==> src/hdl/ssw_pkg.sv <==
// package: constants for the slave watchdog and node state machine
// assumes a single 25 MHz clock domain for everything that imports it
package ssw_pkg;
  localparam int CLK_MHZ = 25;
  localparam int BASE_PERIOD_NS = 1000 / CLK_MHZ;
  localparam int TICK_EXTRA = 2;
  localparam int DEF_TIMEOUT_MS = 100;
  localparam int REG_AW = 12;
  localparam int REG_DW = 16;
  localparam logic [REG_AW-1:0] OFS_TICK_DIV = 12'h400;
  localparam logic [REG_AW-1:0] OFS_APP_COUNT = 12'h410;
  localparam logic [REG_AW-1:0] OFS_BUF_COUNT = 12'h420;
  localparam logic [REG_DW-1:0] RST_TICK_DIV = 16'h09C2;
  localparam logic [REG_DW-1:0] RST_APP_COUNT = 16'h03E8;
  localparam logic [REG_DW-1:0] RST_BUF_COUNT = 16'h03E8;
  localparam logic [REG_DW-1:0] REG_ZERO = 16'h0000;
  localparam int DEF_TIMEOUT_CYCLES =
    (int'(RST_TICK_DIV) + TICK_EXTRA) * int'(RST_BUF_COUNT);
  localparam int DEF_TIMEOUT_NS = DEF_TIMEOUT_CYCLES * BASE_PERIOD_NS;
  // requested / reported node state codes
  localparam logic [2:0] CODE_POWERUP = 3'h1;
  localparam logic [2:0] CODE_CONFIG = 3'h2;
  localparam logic [2:0] CODE_UPDATE = 3'h3;
  localparam logic [2:0] CODE_INPUTS = 3'h4;
  localparam logic [2:0] CODE_RUNNING = 3'h5;
  typedef enum logic [4:0] {
    ST_POWERUP = 5'b00001,
    ST_CONFIG = 5'b00010,
    ST_INPUTS = 5'b00100,
    ST_RUNNING = 5'b01000,
    ST_UPDATE = 5'b10000
  } ssw_state_e;
endpackage

==> src/hdl/ssw_tick_div.sv <==
// file: shared watchdog tick divider
// assumes divider value comes from a register on the same clock
`timescale 1ns/1ps
module ssw_tick_div #(
  parameter int W = 16
) (
  input wire logic clk,
  input wire logic nrst,
  input wire logic [W-1:0] divider,
  output logic tick
);
  import ssw_pkg::*;
  logic [W:0] cnt_reg;
  logic [W:0] cnt_next;
  logic tick_reg;
  logic tick_next;
  logic [W:0] last;

  // one tick every divider plus two base periods [RQ9] [RQ2]
  always_comb begin
    last = {1'b0, divider} + (W+1)'(TICK_EXTRA - 1);
    tick_next = 1'b0;
    cnt_next = cnt_reg + (W+1)'(1);
    if (cnt_reg >= last) begin
      cnt_next = '0;
      tick_next = 1'b1;
    end
  end

  always_ff @(posedge clk or negedge nrst) begin
    if (!nrst) begin
      cnt_reg <= '0;
      tick_reg <= 1'b0;
    end else begin
      cnt_reg <= cnt_next;
      tick_reg <= tick_next;
    end
  end

  assign tick = tick_reg;
endmodule

==> src/hdl/ssw_watchdog.sv <==
// file: one communication watchdog counting shared ticks
// assumes tick and restart are single-cycle pulses on the same clock
`timescale 1ns/1ps
module ssw_watchdog #(
  parameter int W = 16
) (
  input wire logic clk,
  input wire logic nrst,
  input wire logic tick,
  input wire logic restart,
  input wire logic [W-1:0] limit,
  output logic expired
);
  import ssw_pkg::*;
  logic [W-1:0] cnt_reg;
  logic [W-1:0] cnt_next;
  logic exp_reg;
  logic exp_next;

  always_comb begin
    cnt_next = cnt_reg;
    exp_next = exp_reg;
    if (limit == REG_ZERO) begin
      // zero count switches the watchdog off [RQ10]
      cnt_next = '0;
      exp_next = 1'b0;
    end else if (restart) begin
      // good traffic restarts and clears the trigger [RQ5] [RQ7]
      cnt_next = '0;
      exp_next = 1'b0;
    end else if (tick && !exp_reg) begin
      // timeout is count times one tick [RQ9] [RQ6] [RQ8]
      if (cnt_reg + W'(1) >= limit) begin
        exp_next = 1'b1;
      end else begin
        cnt_next = cnt_reg + W'(1);
      end
    end
  end

  always_ff @(posedge clk or negedge nrst) begin
    if (!nrst) begin
      cnt_reg <= '0;
      exp_reg <= 1'b0;
    end else begin
      cnt_reg <= cnt_next;
      exp_reg <= exp_next;
    end
  end

  assign expired = exp_reg;
endmodule

==> src/hdl/ssw_slave.sv <==
// file: fieldbus slave watchdogs, register file and node state machine
// assumes master and application strobes are one-cycle pulses on clk
// Overview of operation
// RQ1: two independent watchdogs, 100 ms default each
// RQ2: one shared tick divider for both watchdogs
// RQ3: separate timeout count register per watchdog
// RQ4: master writes settings only when enabled; here any reg_wr writes them, there is no enable
// RQ5: good process data exchange restarts buffer watchdog
// RQ6: buffer timeout triggers, node state unchanged
// RQ7: trigger clears only on later good access
// RQ8: application interface silence triggers its watchdog
// RQ9: timeout equals count times (divider+2) base periods
// RQ10: buffer count zero disables watchdog entirely
// RQ11: expiry drives outputs to configurable safe value
// RQ12: five node states, power-up after reset
// RQ13: power-up blocks mailbox and process data
// RQ14: master sets mailbox channels 0, 1 in power-up
// RQ15: power-up to configuration checks mailbox setup
// RQ16: configuration allows mailbox, blocks process data
// RQ17: master sets process channels from 2 in configuration
// RQ18: inputs-only entry checks setup, copies inputs first
// RQ19: inputs-only passes data, outputs held safe
// RQ20: master supplies outputs before running request
// RQ21: running copies master outputs to physical outputs
// RQ22: update state via power-up only, file transfer only
// RQ23: report state, refuse illegal transitions
`timescale 1ns/1ps
module ssw_slave #(
  parameter int DW = 8,
  parameter logic [15:0] TICK_DIV_RESET = ssw_pkg::RST_TICK_DIV,
  parameter logic [15:0] APP_COUNT_RESET = ssw_pkg::RST_APP_COUNT,
  parameter logic [15:0] BUF_COUNT_RESET = ssw_pkg::RST_BUF_COUNT
) (
  input wire logic clk,
  input wire logic nrst,
  input wire logic reg_wr,
  input wire logic reg_rd,
  input wire logic [ssw_pkg::REG_AW-1:0] reg_addr,
  input wire logic [ssw_pkg::REG_DW-1:0] reg_wdata,
  output logic [ssw_pkg::REG_DW-1:0] reg_rdata,
  input wire logic state_req,
  input wire logic [2:0] state_req_code,
  input wire logic mbx_cfg_ok,
  input wire logic pd_cfg_ok,
  input wire logic clk_cfg_ok,
  input wire logic pd_exchange_ok,
  input wire logic [DW-1:0] master_out_data,
  input wire logic app_access,
  input wire logic [DW-1:0] app_in_data,
  input wire logic mbx_req,
  input wire logic mbx_is_file_transfer,
  input wire logic [DW-1:0] safe_preset,
  output logic [2:0] node_state_code,
  output logic state_ack,
  output logic state_err,
  output logic mbx_grant,
  output logic pd_allow,
  output logic [DW-1:0] phys_out,
  output logic [DW-1:0] in_buf_data,
  output logic buf_wd_expired,
  output logic app_wd_expired
);
  import ssw_pkg::*;

  function automatic logic [2:0] code_of(input ssw_state_e s);
    unique case (s)
      ST_POWERUP: code_of = CODE_POWERUP;
      ST_CONFIG: code_of = CODE_CONFIG;
      ST_INPUTS: code_of = CODE_INPUTS;
      ST_RUNNING: code_of = CODE_RUNNING;
      ST_UPDATE: code_of = CODE_UPDATE;
      default: code_of = CODE_POWERUP;
    endcase
  endfunction

  function automatic logic pd_open(input ssw_state_e s);
    pd_open = (s == ST_INPUTS) || (s == ST_RUNNING);
  endfunction

  logic [REG_DW-1:0] div_reg;
  logic [REG_DW-1:0] div_next;
  logic [REG_DW-1:0] app_cnt_reg;
  logic [REG_DW-1:0] app_cnt_next;
  logic [REG_DW-1:0] buf_cnt_reg;
  logic [REG_DW-1:0] buf_cnt_next;
  logic [REG_DW-1:0] rdata_reg;
  logic [REG_DW-1:0] rdata_next;
  logic tick;
  logic buf_restart;

  // register file, settings are whatever the master last wrote [RQ4] [RQ3] [RQ2]
  always_comb begin
    div_next = div_reg;
    app_cnt_next = app_cnt_reg;
    buf_cnt_next = buf_cnt_reg;
    rdata_next = rdata_reg;
    if (reg_wr) begin
      unique case (reg_addr)
        OFS_TICK_DIV: div_next = reg_wdata;
        OFS_APP_COUNT: app_cnt_next = reg_wdata;
        OFS_BUF_COUNT: buf_cnt_next = reg_wdata;
        default: ;
      endcase
    end
    if (reg_rd) begin
      unique case (reg_addr)
        OFS_TICK_DIV: rdata_next = div_reg;
        OFS_APP_COUNT: rdata_next = app_cnt_reg;
        OFS_BUF_COUNT: rdata_next = buf_cnt_reg;
        default: rdata_next = REG_ZERO;
      endcase
    end
  end

  // reset values give 100 ms on both watchdogs [RQ1]
  always_ff @(posedge clk or negedge nrst) begin
    if (!nrst) begin
      div_reg <= TICK_DIV_RESET;
      app_cnt_reg <= APP_COUNT_RESET;
      buf_cnt_reg <= BUF_COUNT_RESET;
      rdata_reg <= REG_ZERO;
    end else begin
      div_reg <= div_next;
      app_cnt_reg <= app_cnt_next;
      buf_cnt_reg <= buf_cnt_next;
      rdata_reg <= rdata_next;
    end
  end

  assign reg_rdata = rdata_reg;

  ssw_tick_div #(.W(REG_DW)) u_tick (
    .clk(clk),
    .nrst(nrst),
    .divider(div_reg),
    .tick(tick)
  );

  ssw_state_e state_reg;
  ssw_state_e state_next;

  // only accepted process data restarts the buffer watchdog [RQ5]
  assign buf_restart = pd_exchange_ok && pd_open(state_reg);

  ssw_watchdog #(.W(REG_DW)) u_buf_wd (
    .clk(clk),
    .nrst(nrst),
    .tick(tick),
    .restart(buf_restart),
    .limit(buf_cnt_reg),
    .expired(buf_wd_expired)
  );

  ssw_watchdog #(.W(REG_DW)) u_app_wd (
    .clk(clk),
    .nrst(nrst),
    .tick(tick),
    .restart(app_access),
    .limit(app_cnt_reg),
    .expired(app_wd_expired)
  );

  logic ack_reg;
  logic ack_next;
  logic err_reg;
  logic err_next;
  logic [DW-1:0] inbuf_reg;
  logic [DW-1:0] inbuf_next;
  logic [DW-1:0] out_reg;
  logic [DW-1:0] out_next;
  logic [DW-1:0] latched_reg;
  logic [DW-1:0] latched_next;

  // node state machine; a watchdog expiry never changes state [RQ6] [RQ23]
  always_comb begin
    state_next = state_reg;
    ack_next = 1'b0;
    err_next = 1'b0;
    if (state_req) begin
      err_next = 1'b1;
      unique case (state_reg)
        ST_POWERUP: begin
          if (state_req_code == CODE_POWERUP) begin
            err_next = 1'b0;
          end else if (state_req_code == CODE_CONFIG && mbx_cfg_ok) begin
            state_next = ST_CONFIG; // [RQ15]
            err_next = 1'b0;
          end else if (state_req_code == CODE_UPDATE) begin
            state_next = ST_UPDATE; // [RQ22]
            err_next = 1'b0;
          end
        end
        ST_CONFIG: begin
          if (state_req_code == CODE_POWERUP || state_req_code == CODE_CONFIG) begin
            state_next = (state_req_code == CODE_POWERUP) ? ST_POWERUP : ST_CONFIG;
            err_next = 1'b0;
          end else if (state_req_code == CODE_INPUTS && pd_cfg_ok && clk_cfg_ok) begin
            state_next = ST_INPUTS; // [RQ18]
            err_next = 1'b0;
          end
        end
        ST_INPUTS: begin
          if (state_req_code == CODE_POWERUP) begin
            state_next = ST_POWERUP;
            err_next = 1'b0;
          end else if (state_req_code == CODE_CONFIG) begin
            state_next = ST_CONFIG;
            err_next = 1'b0;
          end else if (state_req_code == CODE_INPUTS) begin
            err_next = 1'b0;
          end else if (state_req_code == CODE_RUNNING) begin
            state_next = ST_RUNNING; // [RQ20]
            err_next = 1'b0;
          end
        end
        ST_RUNNING: begin
          if (state_req_code == CODE_POWERUP) begin
            state_next = ST_POWERUP;
            err_next = 1'b0;
          end else if (state_req_code == CODE_CONFIG) begin
            state_next = ST_CONFIG;
            err_next = 1'b0;
          end else if (state_req_code == CODE_INPUTS) begin
            state_next = ST_INPUTS;
            err_next = 1'b0;
          end else if (state_req_code == CODE_RUNNING) begin
            err_next = 1'b0;
          end
        end
        ST_UPDATE: begin
          if (state_req_code == CODE_POWERUP || state_req_code == CODE_UPDATE) begin
            state_next = (state_req_code == CODE_POWERUP) ? ST_POWERUP : ST_UPDATE;
            err_next = 1'b0;
          end
        end
      endcase
      ack_next = !err_next;
    end
  end

  // data paths: input snapshot, output copy and safe value [RQ11] [RQ19] [RQ21]
  always_comb begin
    inbuf_next = inbuf_reg;
    latched_next = latched_reg;
    out_next = safe_preset;
    if (state_next == ST_INPUTS && state_reg == ST_CONFIG) begin
      inbuf_next = app_in_data; // [RQ18]
    end else if (pd_open(state_reg)) begin
      inbuf_next = app_in_data; // [RQ19]
    end
    if (state_reg == ST_RUNNING && pd_exchange_ok) begin
      latched_next = master_out_data;
    end
    if (state_reg == ST_RUNNING && !buf_wd_expired) begin
      out_next = latched_next; // [RQ21]
    end
  end

  always_ff @(posedge clk or negedge nrst) begin
    if (!nrst) begin
      state_reg <= ST_POWERUP; // [RQ12]
      ack_reg <= 1'b0;
      err_reg <= 1'b0;
      inbuf_reg <= '0;
      out_reg <= '0;
      latched_reg <= '0;
    end else begin
      state_reg <= state_next;
      ack_reg <= ack_next;
      err_reg <= err_next;
      inbuf_reg <= inbuf_next;
      out_reg <= out_next;
      latched_reg <= latched_next;
    end
  end

  // mailbox and process data gating per state [RQ13] [RQ16] [RQ22]
  assign mbx_grant = mbx_req && ((state_reg == ST_CONFIG) || pd_open(state_reg) ||
                     (state_reg == ST_UPDATE && mbx_is_file_transfer));
  assign pd_allow = pd_open(state_reg); // [RQ13] [RQ16]
  assign node_state_code = code_of(state_reg); // [RQ23]
  assign state_ack = ack_reg;
  assign state_err = err_reg;
  assign phys_out = out_reg;
  assign in_buf_data = inbuf_reg;
endmodule

==> config.mk <==
export PLATFORM = sky130hd
export DESIGN_NAME = ssw_slave
export DESIGN_NICKNAME = d
export VERILOG_FILES = /design/src/hdl/ssw_pkg.sv /design/src/hdl/ssw_tick_div.sv /design/src/hdl/ssw_watchdog.sv /design/src/hdl/ssw_slave.sv
export SDC_FILE = /design/constraint.sdc
export NUM_CORES = 1
export LEC_CHECK = 0
export ABC_AREA = 1
export BUFFER_PORTS_ARGS = -buffer_cell sky130_fd_sc_hd__buf_2
export CAP_MARGIN = 10
export CORE_UTILIZATION = 34
export DETAILED_ROUTE_END_ITERATION = 16
export PLACE_DENSITY = 0.63
export REMOVE_ABC_BUFFERS = 1
export SKIP_CTS_REPAIR_TIMING = 1
export SLEW_MARGIN = 20
export SYNTH_ARGS = -nofsm -noshare
export SYNTH_HDL_FRONTEND = slang
export SYNTH_HIERARCHICAL = 1
export SYNTH_SLANG_ARGS = --single-unit
==> constraint.sdc <==
create_clock -name clk -period 2.46 [get_ports clk]
set_input_delay 0.369 -clock clk [delete_from_list [all_inputs] [get_ports clk]]
set_output_delay 0.369 -clock clk [all_outputs]
set_load 0.005 [all_outputs]
==> run_results.csv, run 1 <==
group,metric,value,unit
setup_path,cp_num_buf_inv,4,
detailed_routing,routed_via_density,4.896,
place,placement.io_buffers,107,
logic_synthesis,syn_area,0.009570,sq mm
timing,finalSetupViolCount,50,
timing,worstMarginPinSlew,0.4928,ns
hold_path,hp-class,"in2reg",
floorplan,core-area,0.02771,sq mm
timing,fmax,0.3740,GHz
detailed_routing,drc,0,
timing,slew_headroom,67.15,%
floorplan,die_y,169.8,um
timing,post-route-period-util,108.7,%
floorplan,die_w,169.8,um
setup_path,slowest_delay,0.55,ns
clocking,clk_pin_slew_worst_paths,0.06,ns
setup_path,criticalPathCategory,"reg2reg",
run_status,violations,"negative setup slack",
timing,slew_viol_final,0,
logic_synthesis,synth_cell_type_count,45,
logic_synthesis,ys_seq_area_share,38.67,%
timing,post-route-min-period,2.674,ns
power_and_ir_drop,ir_drop,355.4,uV
logic_synthesis,synth-main-ff-cell,"dfrtp_1",
grt,grt_use_total,17.92,%
power_and_ir_drop,p_leak,0.006085,uW
logic_synthesis,netlist.area_leader.share,33.73,%
detailed_routing,wl,26620,um
logic_synthesis,synth_cells,1242,
logic_synthesis,synth_area_leaders,"dfrtp_1, nand2_1, ha_1, nand3_1, inv_1",
detailed_routing,drt.antenna.violating_nets,0,
power_and_ir_drop,power,6388,uW
logic_synthesis,synth_common_cells,"nand2_1, inv_1, nand3_1",
final_layout,final_net_count,1547,
timing,hold_viol,0,
logic_synthesis,synthMostInstantiatedCell,"nand2_1",
logic_synthesis,async_flop_share,100.0,%
detailed_routing,dr.pass1.iters,8,
detailed_routing,detail_route.wl_per_cell,14.64,um
timing,rsz0062_at_grt,"true",
timing,fin_hold_ws,0.1383,ns
logic_synthesis,synth_edf_count,0,
place,finalWeightedCongestion,0.9006,
final_layout,layout-drive-gt1-share,31.04,%
final_layout,multi_input_area,0.005567,sq mm
setup_path,critical_path.top_delay_family,"simple AND/OR/NAND/NOR gates",
detailed_routing,drt_iter0_drc,539,
timing,finClkSkew,0.01017,ns
grt,grt_pass1_wl,41080,um
setup_path,crit_chain,"ha_4, nand2_2, nor2_4, nand3_2, inv_2, buf_6, nand3_2, xor2_1, ha_1, nand2_2, nor2_4, inv_2, nor3_2, nand2_1, nand3_4, clkbuf_16, nor2_2",
logic_synthesis,synth_top_area_cell,"dfrtp_1",
clocking,cts_inserted_buffers,17,
run_status,status,"finished with violations",
run,drv_cap,0,
final_layout,largest_reg_flops,17,
power_and_ir_drop,cellPowerDensity,516.7,mW/mm^2
clocking,clk_latency,0.44,ns
clocking,clockBufferDepth,2,
final_layout,seq_area,0.003709,sq mm
final_layout,fillers,2699,
setup_path,end_kind,"register",
setup_path,path_max_fanout,5,
setup_path,rrSetupSlack,-0.21,ns
timing,worst_slack,-0.2141,ns
setup_path,arrival,2.99,ns
clocking,cts_root_buf,"clkbuf_16",
floorplan,start_util,34.54,%
logic_synthesis,synth_area_per_cell,7.706,sq um
logic_synthesis,yosys_register_bits,147,
clocking,clock_sinks,147,
grt,grt_max_degree,56,
logic_synthesis,yosysWarnings,6,
floorplan,rows,61,
floorplan,fp.dieArea,0.02882,sq mm
setup_path,slowest_stage,"dfstp_2",
clocking,cts_tree,"yes",
place,place_hpwl,18850,um
setup_path,required,2.78,ns
clocking,htreeDepth,4,
grt,grt_overflow,0,
detailed_routing,vias,8905,
place,dp_slack,-0.1686,ns
final_layout,area_delta_synth_final,29.18,%
floorplan,ios,108,
timing,tns,-6.844,ns
setup_path,startpoint_type,"register",
grt,first_global_vias,8149,
grt,antenna_found_initial,1,
[layout make-up]
class	count	area share (%)
clock buffers	20	3.694
diodes	1	0.02024
repair buffers	193	10.61
flip-flops and latches	147	30.00
multi-input cells	890	45.03
inverters	178	5.404
well taps	378	3.826
clock inverters	12	1.427
[power by group]
part,internal [uW],switching (uW)
Sequential,2580,69.6
Clock,1760,1090
Combinational,348,544
Total,4680,1710
[path summary, 6_finish.rpt]
check,depth (start not counted),start,end
max,17,div_reg[1],u_tick/cnt_reg[7]
min,3,app_in_data[2],in_buf_data[2]
max reg2reg,17,div_reg[1],u_tick/cnt_reg[7]
min reg2reg,2,app_cnt_reg[8],app_cnt_reg[8]
max in group asynchronous,3,nrst,u_app_wd/cnt_reg[0]
min in group asynchronous,2,nrst,in_buf_data[4]
[placed cells by master (no fill, tap or decap), drive strengths merged, types with 4 or more instances in the layout]
master  Yosys  final
a21oi      22     22
dfstp      18     18
bufinv      0      4
nor3       39     39
xor2       30     30
nand4      24     24
inv       178    181
nand2     352    354
o21ai      61     61
dfrtp     129    129
ha         53     53
o21bai      5      5
and2       12     12
mux2       32     32
xnor2       4      4
nand3     137    137
buf        18    189
clkbuf     11     23
nor2      106    106
[routing by layer]
metal,track usage (%),vias up,routed length (um)
met2,29.01,281,12410
met3,3.032,31,1690
li1,-,4380,-
met4,4.583,0,411
met1,24.66,4213,12110
met5,0,-,0
[metrics by stage]
step	utilization, %	std cells	instance area [sq um]
floorplan	-	1213	9380
global placement	39.57	1767	10960
detailed placement	39.57	1767	10960
finish	44.62	1819	12360
CTS	41.86	1799	11600
global route	44.61	1818	12360
[cell families after synthesis]
| group | Yosys count | share of synthesized area (%) |
|---|---|---|
| compound gates | 97 | 6.014 |
| xor+xnor | 34 | 3.190 |
| fa+ha+maj | 53 | 6.929 |
| buf+inv | 207 | 8.968 |
| flops | 147 | 38.67 |
| mux | 32 | 3.765 |
| simple gates | 672 | 32.46 |
[worst reg2reg max path, delay by kind of cell (launching register included)]
kind	cells	cell delay, ns
simple gates	10	0.96
xor+xnor	1	0.16
fa+ha+maj	2	0.45
flops	1	0.55
buf+inv	4	0.43
Power figures use the tool's default switching activity.
==> run 2: changes to the inputs <==
--- a/config.mk
+++ b/config.mk
@@ -5,7 +5,6 @@
 export SDC_FILE = /design/constraint.sdc
 export NUM_CORES = 1
 export LEC_CHECK = 0
-export ABC_AREA = 1
 export BUFFER_PORTS_ARGS = -buffer_cell sky130_fd_sc_hd__buf_2
 export CAP_MARGIN = 10
 export CORE_UTILIZATION = 34
==> run_results.csv, run 2 <==
group,metric,value,unit
clocking,clk_pin_slew_worst_paths,0.07,ns
grt,grt_pass1_wl,38250,um
setup_path,required,2.82,ns
setup_path,criticalPathCategory,"reg2reg",
final_layout,largest_reg_flops,17,
detailed_routing,routed_via_density,5.269,
logic_synthesis,synth_area_per_cell,10.06,sq um
logic_synthesis,yosysWarnings,6,
final_layout,layout_common_cells,"buf_4, dfrtp_1, buf_2",
clocking,cts_inserted_buffers,17,
detailed_routing,drc,0,
clocking,cts_root_buf,"clkbuf_16",
setup_path,slowest_delay,0.61,ns
run_status,violations,"negative setup slack",
final_layout,antenna_cells,0,
power_and_ir_drop,pwr-share-clk,40.5,%
logic_synthesis,synthMostInstantiatedCell,"dfrtp_1",
detailed_routing,dr.pass1.iters,5,
logic_synthesis,yosys_register_bits,147,
setup_path,slowest_stage,"or4_4",
clocking,clockBufferDepth,2,
logic_synthesis,netlist.area_leader.share,36.26,%
final_layout,seq_area,0.003705,sq mm
final_layout,layout.cells.non_filler,1466,
setup_path,critical_path.top_delay_family,"simple AND/OR/NAND/NOR gates",
power_and_ir_drop,p_int,4670,uW
logic_synthesis,synth_area_leaders,"dfrtp_1, mux2_2, ha_1, dfstp_2, a21oi_1",
floorplan,fp.dieArea,0.02683,sq mm
grt,grt_use_total,18.22,%
floorplan,ios,108,
timing,fmax,0.3112,GHz
timing,finalSetupViolCount,52,
setup_path,critPathMostFrequentCell,"or4_4",
power_and_ir_drop,ir_drop,451.1,uV
power_and_ir_drop,netSwitchingPower,1994,uW
timing,hold_viol,0,
place,placement.io_buffers,107,
clocking,htreeDepth,4,
power_and_ir_drop,pwr-share-comb,20.2,%
setup_path,crit_chain,"nand4_1, nor4_4, buf_4, and3_1, xnor2_1, ha_1, nand4_4, o21bai_4, or4_4, or4_4, a21oi_2",
power_and_ir_drop,seq_power_share,39.3,%
place,placed_cells,1418,
grt,grt_overflow,0,
grt,grt_max_degree,50,
power_and_ir_drop,p_leak,0.005426,uW
power_and_ir_drop,cellPowerDensity,563.5,mW/mm^2
logic_synthesis,synth_top_area_cell,"dfrtp_1",
timing,post-route-period-util,130.6,%
floorplan,die_w,163.8,um
run_status,status,"finished with violations",
power_and_ir_drop,p_sw_share,29.92,%
timing,post-route-min-period,3.213,ns
final_layout,layout-drive-gt1-share,41.37,%
logic_synthesis,async_flop_share,100.0,%
detailed_routing,vias,7724,
setup_path,arrival,3.57,ns
floorplan,core-area,0.02540,sq mm
timing,worst_slack,-0.7530,ns
setup_path,end_kind,"register",
final_layout,multi_input_area,0.005130,sq mm
floorplan,start_util,35.05,%
logic_synthesis,syn_area,0.008902,sq mm
final_layout,area_delta_synth_final,32.83,%
run,drv_cap,0,
final_layout,final_net_count,1243,
logic_synthesis,synth_edf_count,0,
logic_synthesis,ys_seq_area_share,41.57,%
timing,finClkSkew,0.01170,ns
logic_synthesis,synth_cell_type_count,74,
grt,antenna_found_initial,0,
logic_synthesis,synth_common_cells,"dfrtp_1, mux2_2, inv_1",
final_layout,fillers,2399,
logic_synthesis,synth-main-ff-cell,"dfrtp_1",
place,place_hpwl,17390,um
timing,rsz0062_at_grt,"true",
detailed_routing,drt_iter0_drc,393,
final_layout,layout_commonest_cell,"buf_4",
detailed_routing,drt.antenna.violating_nets,0,
timing,slew_viol_final,0,
floorplan,die_y,163.8,um
timing,slew_headroom,44.38,%
clocking,clk_latency,0.44,ns
clocking,clock_sinks,147,
floorplan,rows,58,
place,finalWeightedCongestion,0.8456,
logic_synthesis,synth_cells,885,
grt,first_global_vias,7496,
detailed_routing,detail_route.wl_per_cell,16.64,um
timing,worstMarginPinSlew,0.8235,ns
setup_path,path_max_fanout,7,
setup_path,cp_num_buf_inv,1,
clocking,cts_tree,"yes",
timing,fin_hold_ws,0.1664,ns
hold_path,hp-class,"in2reg",
setup_path,startpoint_type,"register",
detailed_routing,wl,24400,um
==> run 2: cell count changes in the layout (fill, tap and decap cells not counted), moves of 31 or more <==
| cell | delta |
|---|---|
| mux2_2 | +52 |
| buf_4 | +61 |
| nand3_2 | -31 |
| o21ai_1 | -38 |
| inv_1 | -96 |
| nand3_1 | -68 |
| nand2_1 | -275 |
==> run 2: path summary, 6_finish.rpt <==
check,start,to,slack (ns),depth (start not counted)
setup / recovery,u_app_wd/cnt_reg[0],u_app_wd/cnt_reg[11],-0.75,11
hold / removal,safe_preset[1],phys_out[1],0.17,2
setup reg to reg,u_app_wd/cnt_reg[0],u_app_wd/cnt_reg[11],-0.75,11
hold reg to reg,latched_reg[5],latched_reg[5],0.49,1
max in group asynchronous,nrst,div_reg[1],1.26,3
min in group asynchronous,nrst,phys_out[1],0.44,2
==> run 2: cell type report <==
| class | instances | area share, % |
|---|---|---|
| timing repair buffer | 256 | 14.75 |
| multi-input combinational | 637 | 43.38 |
| clock buffer | 18 | 3.629 |
| tap | 330 | 3.492 |
| clock inverter | 14 | 1.386 |
| inverter | 64 | 2.032 |
| sequential | 147 | 31.33 |
==> run 2: kinds of logic after synthesis <==
| family | after synthesis | synth area share (%) |
|---|---|---|
| XOR/XNOR | 62 | 6.100 |
| flip-flops | 147 | 41.57 |
| buffers and inverters | 102 | 4.779 |
| multiplexers | 90 | 11.13 |
| AND/OR/NAND/NOR | 254 | 15.70 |
| AO/OA/AOI/OAI | 177 | 13.27 |
| adder cells (fa/ha/maj) | 53 | 7.449 |
==> run 2: metal layers <==
| metal | GRT usage [%] | vias to the layer above | routed length (um) |
|---|---|---|---|
| li1 | - | 3702 | - |
| met1 | 24.59 | 3768 | 11190 |
| met2 | 29.37 | 221 | 11590 |
| met3 | 3.510 | 33 | 1166 |
| met4 | 5.640 | 0 | 450 |
| met5 | 0 | - | 0 |
==> run 2: per-stage QoR <==
stage | worst slack [ns] | total power [uW] | utilization [%] | area [sq um] | TNS (ns)
2_1_floorplan | -1.001 | 3244 | - | 8717 | -32.98
3_3_place_gp | -0.7207 | 3813 | 42.24 | 10730 | -23.71
3_5_place_dp | -0.8068 | 3829 | 42.24 | 10730 | -26.61
4_1_cts | -0.8370 | 6543 | 44.57 | 11320 | -29.01
5_1_grt | -0.9426 | 6951 | 46.56 | 11830 | -34.08
6_report | -0.7530 | 6663 | 46.56 | 11830 | -24.68
==> run 2: power groups by stage <==
stage	sequential [uW]	combinational (uW)	clock [uW]
global route	2630	1460	2860
floorplan	2660	585	0
CTS	2620	1180	2750
finish	2620	1350	2700
global placement	2650	1160	0
detailed placement	2660	1170	0
